--- src/design/iio_pkg.sv ---
/*
  Shared definitions for the inching and I/O override register block:
  word offsets, value codes, reset values and the carrier structs.
  Assumes a 16-bit parameter word access port, one word per offset.
*/
package iio_pkg;

  // parameter word offsets
  localparam logic [15:0] OFS_INCH_SPEED = 16'h040a;
  localparam logic [15:0] OFS_FORCE_OUT = 16'h040c;
  localparam logic [15:0] OFS_IN_STATUS = 16'h040e;
  localparam logic [15:0] OFS_KEY_CHECK = 16'h0410;
  localparam logic [15:0] OFS_OUT_STATUS = 16'h0412;
  localparam logic [15:0] OFS_CAL_SELECT = 16'h0414;

  // inching word codes
  localparam logic [15:0] INCH_STOP = 16'h0000;
  localparam logic [15:0] INCH_FWD_CODE = 16'h1386;
  localparam logic [15:0] INCH_REV_CODE = 16'h1387;
  localparam logic [15:0] INCH_SPEED_MAX = 16'h1388;
  localparam logic [15:0] INCH_SPEED_RST = 16'h0014;

  // value ranges
  localparam logic [15:0] FORCE_MAX = 16'h003f;
  localparam logic [15:0] SOFT_IN_MAX = 16'h01ff;
  localparam int N_IN = 9;
  localparam int N_OUT = 6;
  localparam int N_KEY = 5;
  localparam logic [3:0] TERM_NONE = 4'h0;

  // calibration selector codes
  localparam logic [2:0] CAL_SPEED = 3'h1;
  localparam logic [2:0] CAL_TORQUE = 3'h2;
  localparam logic [2:0] CAL_V_CUR = 3'h3;
  localparam logic [2:0] CAL_W_CUR = 3'h4;
  localparam logic [2:0] CAL_ALL4 = 3'h5;
  localparam logic [2:0] CAL_IGBT = 3'h6;
  localparam logic [15:0] CAL_MAX = 16'h0006;
  localparam int N_CAL = 5;

  // panel keys, bit 4 first
  typedef struct packed {
    logic set;
    logic shift;
    logic down;
    logic up;
    logic mode;
  } iio_key_s;

  // one parameter access request
  typedef struct packed {
    logic wr;
    logic rd;
    logic from_panel;
    logic [15:0] addr;
    logic [15:0] wdata;
  } iio_acc_s;

endpackage

--- src/design/iio_sync.sv ---
/*
  Two-flop synchroniser for a bus of independent levels.
  Assumes each bit is a slow level; no word coherence is given.
*/
module iio_sync #(
  parameter int W = 1
) (
  // clock and reset
  input wire logic clk_sys,
  input wire logic arst_n,
  // levels
  input wire logic [W-1:0] d,
  output logic [W-1:0] q
);

  logic [W-1:0] meta_reg;

  always_ff @(posedge clk_sys or negedge arst_n) begin
    if (!arst_n) begin
      meta_reg <= '0;
      q <= '0;
    end else begin
      meta_reg <= d;
      q <= meta_reg;
    end
  end

endmodule

--- src/design/iio_cal_seq.sv ---
/*
  Calibration sequencer: turns a selector code into start pulses for
  the offset adjustments, stepping through four for the combined code.
  Assumes the analog side answers each start with a one-cycle done.
*/
module iio_cal_seq (
  // clock and reset
  input wire logic clk_sys,
  input wire logic arst_n,
  // request
  input wire logic start,
  input wire logic [2:0] code,
  // analog side
  input wire logic item_done,
  output logic [iio_pkg::N_CAL-1:0] item_start,
  output logic busy
);

  typedef enum logic [1:0] {S_IDLE, S_ISSUE, S_WAIT} iio_cal_e;

  localparam int N_CAL_LAST = iio_pkg::N_CAL - 1;

  iio_cal_e state_reg;
  logic [2:0] item_reg;
  logic all_reg;

  always_ff @(posedge clk_sys or negedge arst_n) begin
    if (!arst_n) begin
      state_reg <= S_IDLE;
      item_reg <= '0;
      all_reg <= 1'b0;
      item_start <= '0;
    end else begin
      item_start <= '0;
      case (state_reg)
        S_IDLE: begin
          if (start) begin
            all_reg <= (code == iio_pkg::CAL_ALL4);
            item_reg <= (code == iio_pkg::CAL_ALL4) ?
                        iio_pkg::CAL_SPEED : code;
            state_reg <= S_ISSUE;
          end
        end
        S_ISSUE: begin
          // igbt is item 4, the others map code-1
          if (item_reg == iio_pkg::CAL_IGBT) begin
            item_start[N_CAL_LAST] <= 1'b1;
          end else begin
            item_start[item_reg - 3'h1] <= 1'b1;
          end
          state_reg <= S_WAIT;
        end
        S_WAIT: begin
          if (item_done) begin
            if (all_reg && item_reg != iio_pkg::CAL_W_CUR) begin
              item_reg <= item_reg + 3'h1;
              state_reg <= S_ISSUE;
            end else begin
              state_reg <= S_IDLE;
            end
          end
        end
        default: state_reg <= S_IDLE;
      endcase
    end
  end

  assign busy = (state_reg != S_IDLE);

endmodule

--- src/design/iio_regs.sv ---
/*
  Inching control and I/O override parameter words of a servo drive:
  inching word, forced outputs, input source mix, key check, output
  status and calibration selector, on a 16-bit parameter access port.
  Assumes requests come one at a time from the panel or the link,
  panel keys and input terminals are asynchronous pins, and the
  source select, write guard and motor limit come from other words.
*/
module iio_regs (
  // clock and reset
  input wire logic clk_sys,
  input wire logic arst_n,
  // parameter access port
  input wire iio_pkg::iio_acc_s acc,
  output logic [15:0] acc_rdata,
  output logic acc_ack,
  output logic acc_err,
  // panel keys and input terminals, asynchronous pins
  input wire iio_pkg::iio_key_s key_pin,
  input wire logic [iio_pkg::N_IN-1:0] term_pin,
  // settings held in other parameter words
  input wire logic [iio_pkg::N_IN-1:0] input_source_select,
  input wire logic special_param_write_guard,
  input wire logic [15:0] motor_max_speed,
  input wire logic [3:0] inch_fwd_input,
  input wire logic [3:0] inch_rev_input,
  // output contacts
  input wire logic [iio_pkg::N_OUT-1:0] drive_out,
  output logic [iio_pkg::N_OUT-1:0] out_contact,
  // combined inputs to the drive
  output logic [iio_pkg::N_IN-1:0] combined_input_state,
  // inching run to the speed loop
  output logic inch_run,
  output logic inch_rev,
  output logic [15:0] inch_speed,
  // calibration
  input wire logic cal_item_done,
  output logic [iio_pkg::N_CAL-1:0] cal_item_start,
  output logic cal_busy
);

  iio_pkg::iio_key_s key_s;
  logic [iio_pkg::N_IN-1:0] term_s;
  logic [15:0] inch_speed_reg;
  logic set_err_reg;
  logic panel_armed_reg;
  logic comm_fwd_reg;
  logic comm_rev_reg;
  logic [iio_pkg::N_OUT-1:0] force_reg;
  logic [iio_pkg::N_IN-1:0] soft_reg;
  logic wr_inch, wr_force, wr_soft, wr_cal;
  logic ok_inch, ok_force, ok_soft, ok_cal;
  logic cal_start;
  logic term_fwd, term_rev, panel_fwd, panel_rev;
  logic want_fwd, want_rev;
  logic [15:0] rd_next;
  logic hit;

  iio_sync #(.W(iio_pkg::N_KEY)) u_key_sync (
    .clk_sys(clk_sys),
    .arst_n(arst_n),
    .d(key_pin),
    .q(key_s)
  );

  iio_sync #(.W(iio_pkg::N_IN)) u_term_sync (
    .clk_sys(clk_sys),
    .arst_n(arst_n),
    .d(term_pin),
    .q(term_s)
  );

  // write decode and range checks
  assign wr_inch = acc.wr && acc.addr == iio_pkg::OFS_INCH_SPEED;
  assign wr_force = acc.wr && acc.addr == iio_pkg::OFS_FORCE_OUT;
  assign wr_soft = acc.wr && acc.addr == iio_pkg::OFS_IN_STATUS;
  assign wr_cal = acc.wr && acc.addr == iio_pkg::OFS_CAL_SELECT;
  assign ok_inch = acc.wdata <= iio_pkg::INCH_SPEED_MAX;
  assign ok_force = acc.wdata <= iio_pkg::FORCE_MAX;
  assign ok_soft = acc.wdata <= iio_pkg::SOFT_IN_MAX;
  // zero is reserved, busy sequencer cannot take a second code
  assign ok_cal = special_param_write_guard && !cal_busy &&
                  acc.wdata != 16'h0000 && acc.wdata <= iio_pkg::CAL_MAX;
  assign cal_start = wr_cal && ok_cal;

  // inching speed and error state
  always_ff @(posedge clk_sys or negedge arst_n) begin
    if (!arst_n) begin
      inch_speed_reg <= iio_pkg::INCH_SPEED_RST;
      set_err_reg <= 1'b0;
    end else if (wr_inch) begin
      if (!ok_inch) begin
        set_err_reg <= 1'b1;
      end else if (acc.from_panel || (acc.wdata != iio_pkg::INCH_FWD_CODE
                   && acc.wdata != iio_pkg::INCH_REV_CODE)) begin
        if (acc.wdata != iio_pkg::INCH_STOP) begin
          inch_speed_reg <= acc.wdata;
          set_err_reg <= 1'b0;
        end
      end
    end
  end

  // run commands latched from the link
  always_ff @(posedge clk_sys or negedge arst_n) begin
    if (!arst_n) begin
      comm_fwd_reg <= 1'b0;
      comm_rev_reg <= 1'b0;
    end else if (wr_inch && !acc.from_panel && ok_inch) begin
      if (acc.wdata == iio_pkg::INCH_FWD_CODE) begin
        comm_fwd_reg <= 1'b1;
        comm_rev_reg <= 1'b0;
      end else if (acc.wdata == iio_pkg::INCH_REV_CODE) begin
        comm_fwd_reg <= 1'b0;
        comm_rev_reg <= 1'b1;
      end else if (acc.wdata == iio_pkg::INCH_STOP) begin
        comm_fwd_reg <= 1'b0;
        comm_rev_reg <= 1'b0;
      end
    end
  end

  // panel inching mode armed by a speed entry from the panel
  always_ff @(posedge clk_sys or negedge arst_n) begin
    if (!arst_n) begin
      panel_armed_reg <= 1'b0;
    end else if (wr_inch && ok_inch) begin
      panel_armed_reg <= acc.from_panel &&
                         acc.wdata != iio_pkg::INCH_STOP;
    end
  end

  // run requests; conflicting directions give no run
  assign panel_fwd = panel_armed_reg && key_s.up && !key_s.down;
  assign panel_rev = panel_armed_reg && key_s.down && !key_s.up;
  assign term_fwd = inch_fwd_input != iio_pkg::TERM_NONE &&
    combined_input_state[inch_fwd_input - 4'h1];
  assign term_rev = inch_rev_input != iio_pkg::TERM_NONE &&
    combined_input_state[inch_rev_input - 4'h1];
  assign want_fwd = comm_fwd_reg || term_fwd || panel_fwd;
  assign want_rev = comm_rev_reg || term_rev || panel_rev;

  always_ff @(posedge clk_sys or negedge arst_n) begin
    if (!arst_n) begin
      inch_run <= 1'b0;
      inch_rev <= 1'b0;
      inch_speed <= '0;
    end else begin
      inch_run <= (want_fwd ^ want_rev) && !set_err_reg;
      inch_rev <= want_rev && !want_fwd;
      inch_speed <= (inch_speed_reg > motor_max_speed) ?
                    motor_max_speed : inch_speed_reg;
    end
  end

  // forced outputs
  always_ff @(posedge clk_sys or negedge arst_n) begin
    if (!arst_n) begin
      force_reg <= '0;
    end else if (wr_force && ok_force) begin
      force_reg <= acc.wdata[iio_pkg::N_OUT-1:0];
    end
  end

  // forcing in effect whenever any force bit is set
  assign out_contact = (force_reg != '0) ? force_reg : drive_out;

  // software input bits
  always_ff @(posedge clk_sys or negedge arst_n) begin
    if (!arst_n) begin
      soft_reg <= '0;
    end else if (wr_soft && ok_soft) begin
      soft_reg <= acc.wdata[iio_pkg::N_IN-1:0];
    end
  end

  always_comb begin
    for (int i = 0; i < iio_pkg::N_IN; i++) begin
      combined_input_state[i] = input_source_select[i] ?
                                soft_reg[i] : term_s[i];
    end
  end

  iio_cal_seq u_cal (
    .clk_sys(clk_sys),
    .arst_n(arst_n),
    .start(cal_start),
    .code(acc.wdata[2:0]),
    .item_done(cal_item_done),
    .item_start(cal_item_start),
    .busy(cal_busy)
  );

  // read mux; same data for panel and link
  always_comb begin
    rd_next = '0;
    hit = 1'b1;
    case (acc.addr)
      iio_pkg::OFS_INCH_SPEED: rd_next = inch_speed_reg;
      iio_pkg::OFS_FORCE_OUT: rd_next[iio_pkg::N_OUT-1:0] = force_reg;
      iio_pkg::OFS_IN_STATUS:
        rd_next[iio_pkg::N_IN-1:0] = combined_input_state;
      iio_pkg::OFS_KEY_CHECK: rd_next[iio_pkg::N_KEY-1:0] = key_s;
      iio_pkg::OFS_OUT_STATUS:
        rd_next[iio_pkg::N_OUT-1:0] = out_contact;
      iio_pkg::OFS_CAL_SELECT: rd_next[2:0] = cal_busy ? 3'h7 : 3'h0;
      default: hit = 1'b0;
    endcase
  end

  // answer one cycle after the request
  always_ff @(posedge clk_sys or negedge arst_n) begin
    if (!arst_n) begin
      acc_rdata <= '0;
      acc_ack <= 1'b0;
      acc_err <= 1'b0;
    end else begin
      acc_ack <= acc.wr || acc.rd;
      acc_rdata <= acc.rd ? rd_next : acc_rdata;
      acc_err <= (acc.wr || acc.rd) && (!hit ||
                 (acc.wr && (acc.addr == iio_pkg::OFS_KEY_CHECK ||
                  acc.addr == iio_pkg::OFS_OUT_STATUS)) ||
                 (wr_inch && !ok_inch) || (wr_force && !ok_force) ||
                 (wr_soft && !ok_soft) || (wr_cal && !ok_cal));
    end
  end
endmodule

--- config.mk ---
export PLATFORM = sky130hd
export DESIGN_NAME = iio_regs
export DESIGN_NICKNAME = d
export VERILOG_FILES = /design/src/design/iio_pkg.sv /design/src/design/iio_sync.sv /design/src/design/iio_cal_seq.sv /design/src/design/iio_regs.sv
export SDC_FILE = /design/constraint.sdc
export NUM_CORES = 1
export LEC_CHECK = 0
export ABC_AREA = 1
export BUFFER_PORTS_ARGS = -buffer_cell sky130_fd_sc_hd__buf_2
export CORE_MARGIN = 4
export CORE_UTILIZATION = 44
export DETAILED_ROUTE_END_ITERATION = 8
export GPL_ROUTABILITY_DRIVEN = 0
export PLACE_DENSITY = 0.7
export SLEW_MARGIN = 20
export SYNTH_ARGS = -nofsm -noshare
export SYNTH_HDL_FRONTEND = slang
export SYNTH_HIERARCHICAL = 1
export SYNTH_SLANG_ARGS = --single-unit
--- constraint.sdc ---
create_clock -name clk_sys -period 2.6 [get_ports clk_sys]
set_input_delay 0.13 -clock clk_sys [delete_from_list [all_inputs] [get_ports clk_sys]]
set_output_delay 0.13 -clock clk_sys [all_outputs]
set_load 0.05 [all_outputs]
==> impl_metrics.yaml <==
status:
  status: "finished clean"
setup_path:
  cp-startpoint: "inch_speed_reg[15]"
  cpMaxStageDelayCell: "dfrtp_1"
  path_class: "reg2reg"
  r2r-end: "inch_speed[8]"
  worstReg2RegStart: "inch_speed_reg[15]"
  max_stage_delay_ns: 0.40
  path_common_cell: "nand2_1"
  path_cells: "ha_1, nand2_1, inv_1, nand3_1, nor3_1, nand2_1, nand2_1, nand2_1, buf_4, o21ai_0"
  endpoint_kind: "flop"
  start_kind: "flop"
  reg2reg_slack_ns: 0.37
  reg2regPathDepth: 10
  cp_data_required_time_ns: 2.86
  crit_fanout: 17
  endpoint: "inch_speed[8]"
  arrival_ns: 2.48
floorplanning:
  die_y_um: 125
  core_area_um2: 13200
  dieWidth_um: 125
  start_util_pct: 45.1
  io_pins: 149
  dieArea_um2: 15500
  rows: 42
yosys:
  ys_warn_count: 6
  ys_seq_elements: 110
  ys_top_cells_by_count: "nand2_1, inv_1, dfrtp_1"
  syn_nets: 879
  yosys.area.top_type: "dfrtp_1"
  synth-edff-count: 0
  ys_seq_area_share_pct: 46.1
  netlist-cell-type-count: 39
  async_flop_share_pct: 100
  synth.area.top_cells: "dfrtp_1, nand2_1, inv_1, ha_1, nand3_1"
  yosys.area.top_type_share_pct: 45.3
  synth_flop_cell: "dfrtp_1"
  syn_area_um2: 5970
  synth.most_common_cell: "nand2_1"
  syn_avg_cell_area_um2: 7.84
  synthCells: 762
grt:
  grt_pass1_vias: 5129
  grt_util_all_layers_pct: 20.3
  antenna_found_initial: 0
  grt.overflow.total: 0
  grt_pass1_wl_mm: 25.5
  grt_max_degree: 63
route:
  via_per_inst: 4.80
  drtPass1Iterations: 5
  drc: 0
  drt-initial-drc-count: 324
  postRouteAntennaNets: 0
  vias: 5314
  wl_mm: 15.5
  post_drt_wl_per_cell_um: 14.0
clock_network:
  root_buffer: "clkbuf_16"
  htreeDepth: 3
  clock_sinks: 110
  post_cts_buffers: 0
  cts_buffer_depth: 2
  numCtsBuffers: 9
  clk_pin_slew_ns: 0.07
  cts_tree: "built"
  clock_latency_ns: 0.35
layout:
  antennaDiodeCount: 0
  syn2layout_area_growth_pct: 23.4
  fillers: 1294
  layout-drive-gt1-share_pct: 23.7
  largest_reg_flops: 32
  fin_nets: 1044
sta:
  finalCritPeriodShare_pct: 85.7
  final.setup.tns_ns: 0
  setup_ws_ns: 0.372
  finalSetupViolations: 0
  relSlewSlack_pct: 49.5
  rsz0062_at_grt: "no"
  max_freq_mhz: 449
  clock_skew_ns: 0.00897
  finalMaxSlewViolations: 0
  tightest_slew_ns: 0.758
  hold_violations: 0
  post-route-min-period_ns: 2.23
pwr:
  p_per_area_nw_per_um2: 550
  p_leak_nw: 4.00
  peakVddDrop_mv: 0.472
place:
  place_hpwl_mm: 12.1
  place_worst_setup_slack_ns: 0.424
  io_buffers: 148
run:
  drv_cap: 0
worst_hold_path:
  hold_class: "in2reg"
cells by family after synthesis:
| kind of cell | synth area share (%) |
|---|---|
| compound gates | 10.5 |
| simple gates | 28.3 |
| flops | 46.1 |
| xor+xnor | 0.733 |
| fa+ha+maj | 5.24 |
| buf+inv | 9.13 |
cells in the final DEF, fill, tap and decap left out, types with 3 or more instances in the layout:
| cell type | netlist | final |
|---|---|---|
| nand2_1 | 207 | 207 |
| buf_2 | 1 | 147 |
| inv_1 | 118 | 118 |
| dfrtp_1 | 108 | 108 |
| nor2_1 | 67 | 67 |
| nand3_1 | 54 | 54 |
| o21ai_0 | 44 | 44 |
| ha_1 | 25 | 25 |
| o21ai_2 | 22 | 22 |
| a21oi_1 | 17 | 17 |
| dlygate4sd3_1 | 0 | 16 |
| nor3_1 | 12 | 12 |
| nand2_2 | 12 | 12 |
| nand4_1 | 10 | 10 |
| o21ai_1 | 9 | 9 |
| clkbuf_16 | 0 | 9 |
| inv_2 | 5 | 5 |
| nor2_4 | 4 | 4 |
| xor2_1 | 3 | 3 |
| nand3b_1 | 3 | 3 |
| o31ai_1 | 3 | 3 |
| buf_4 | 0 | 3 |
timing repair:
action	in CTS	in global routing
endpoints found under the setup margin	0	0
gates resized for setup	0	0
hold buffers	16	0
hold endpoints to repair	63	0
where the power goes:
| part | internal [mW] | switching (mW) |
|---|---|---|
| sequential | 1.78 | 0.0451 |
| combinational | 0.229 | 0.521 |
| clock | 0.869 | 0.607 |
per-layer routing:
metal	up-vias	global-route usage, %	part of all wire [%]
met5	-	0	0
met4	0	5.03	1.3
met3	14	6.56	7.8
met2	169	32.5	46
met1	2403	26.9	45
li1	2728	-	-
worst max-delay path, delay by kind of cell, from the launching register on:
family / cells / cell delay [ns]
and+or+nand+nor: 6 / 0.85
DFF: 1 / 0.40
buffers and inverters: 2 / 0.36
adders and majority gates: 1 / 0.30
AOI/OAI and AO/OA: 1 / 0.21
area by class of cell:
class	count	area, um^2	area share [%]
clock inverters	4	70.1	0.951
repair buffers	167	938	12.7
multi-input cells	515	2670	36.3
flip-flops and latches	110	2760	37.4
clock buffers	12	246	3.35
well taps	176	220	2.99
inverters	124	465	6.32
worst min path at each step:
stage	startpoint	end	slack, ns	depth (start not counted)
detailed placement	arst_n	acc_rdata[4]	0.18	1
global route	acc[11]	inch_speed_reg[11]	0.06	3
finish	motor_max_speed[14]	inch_speed[14]	0.05	3
CTS	motor_max_speed[14]	inch_speed[14]	0.05	3
global placement	arst_n	acc_rdata[4]	0.18	1
floorplan	arst_n	acc_ack	-0.17	0
through the flow:
stage | hold WS (ns) | util, % | total power [mW] | instances | area [um^2]
floorplan | -0.166 | - | 2.34 | 762 | 5970
global placement | 0.184 | 52.0 | 2.59 | 1076 | 6890
detailed placement | 0.184 | 52.0 | 2.60 | 1076 | 6890
CTS | 0.0462 | 55.6 | 4.10 | 1108 | 7370
global route | 0.0596 | 55.6 | 4.28 | 1108 | 7370
finish | 0.0536 | 55.6 | 4.05 | 1108 | 7370
No activity file was read; power rests on OpenSTA's default activity.
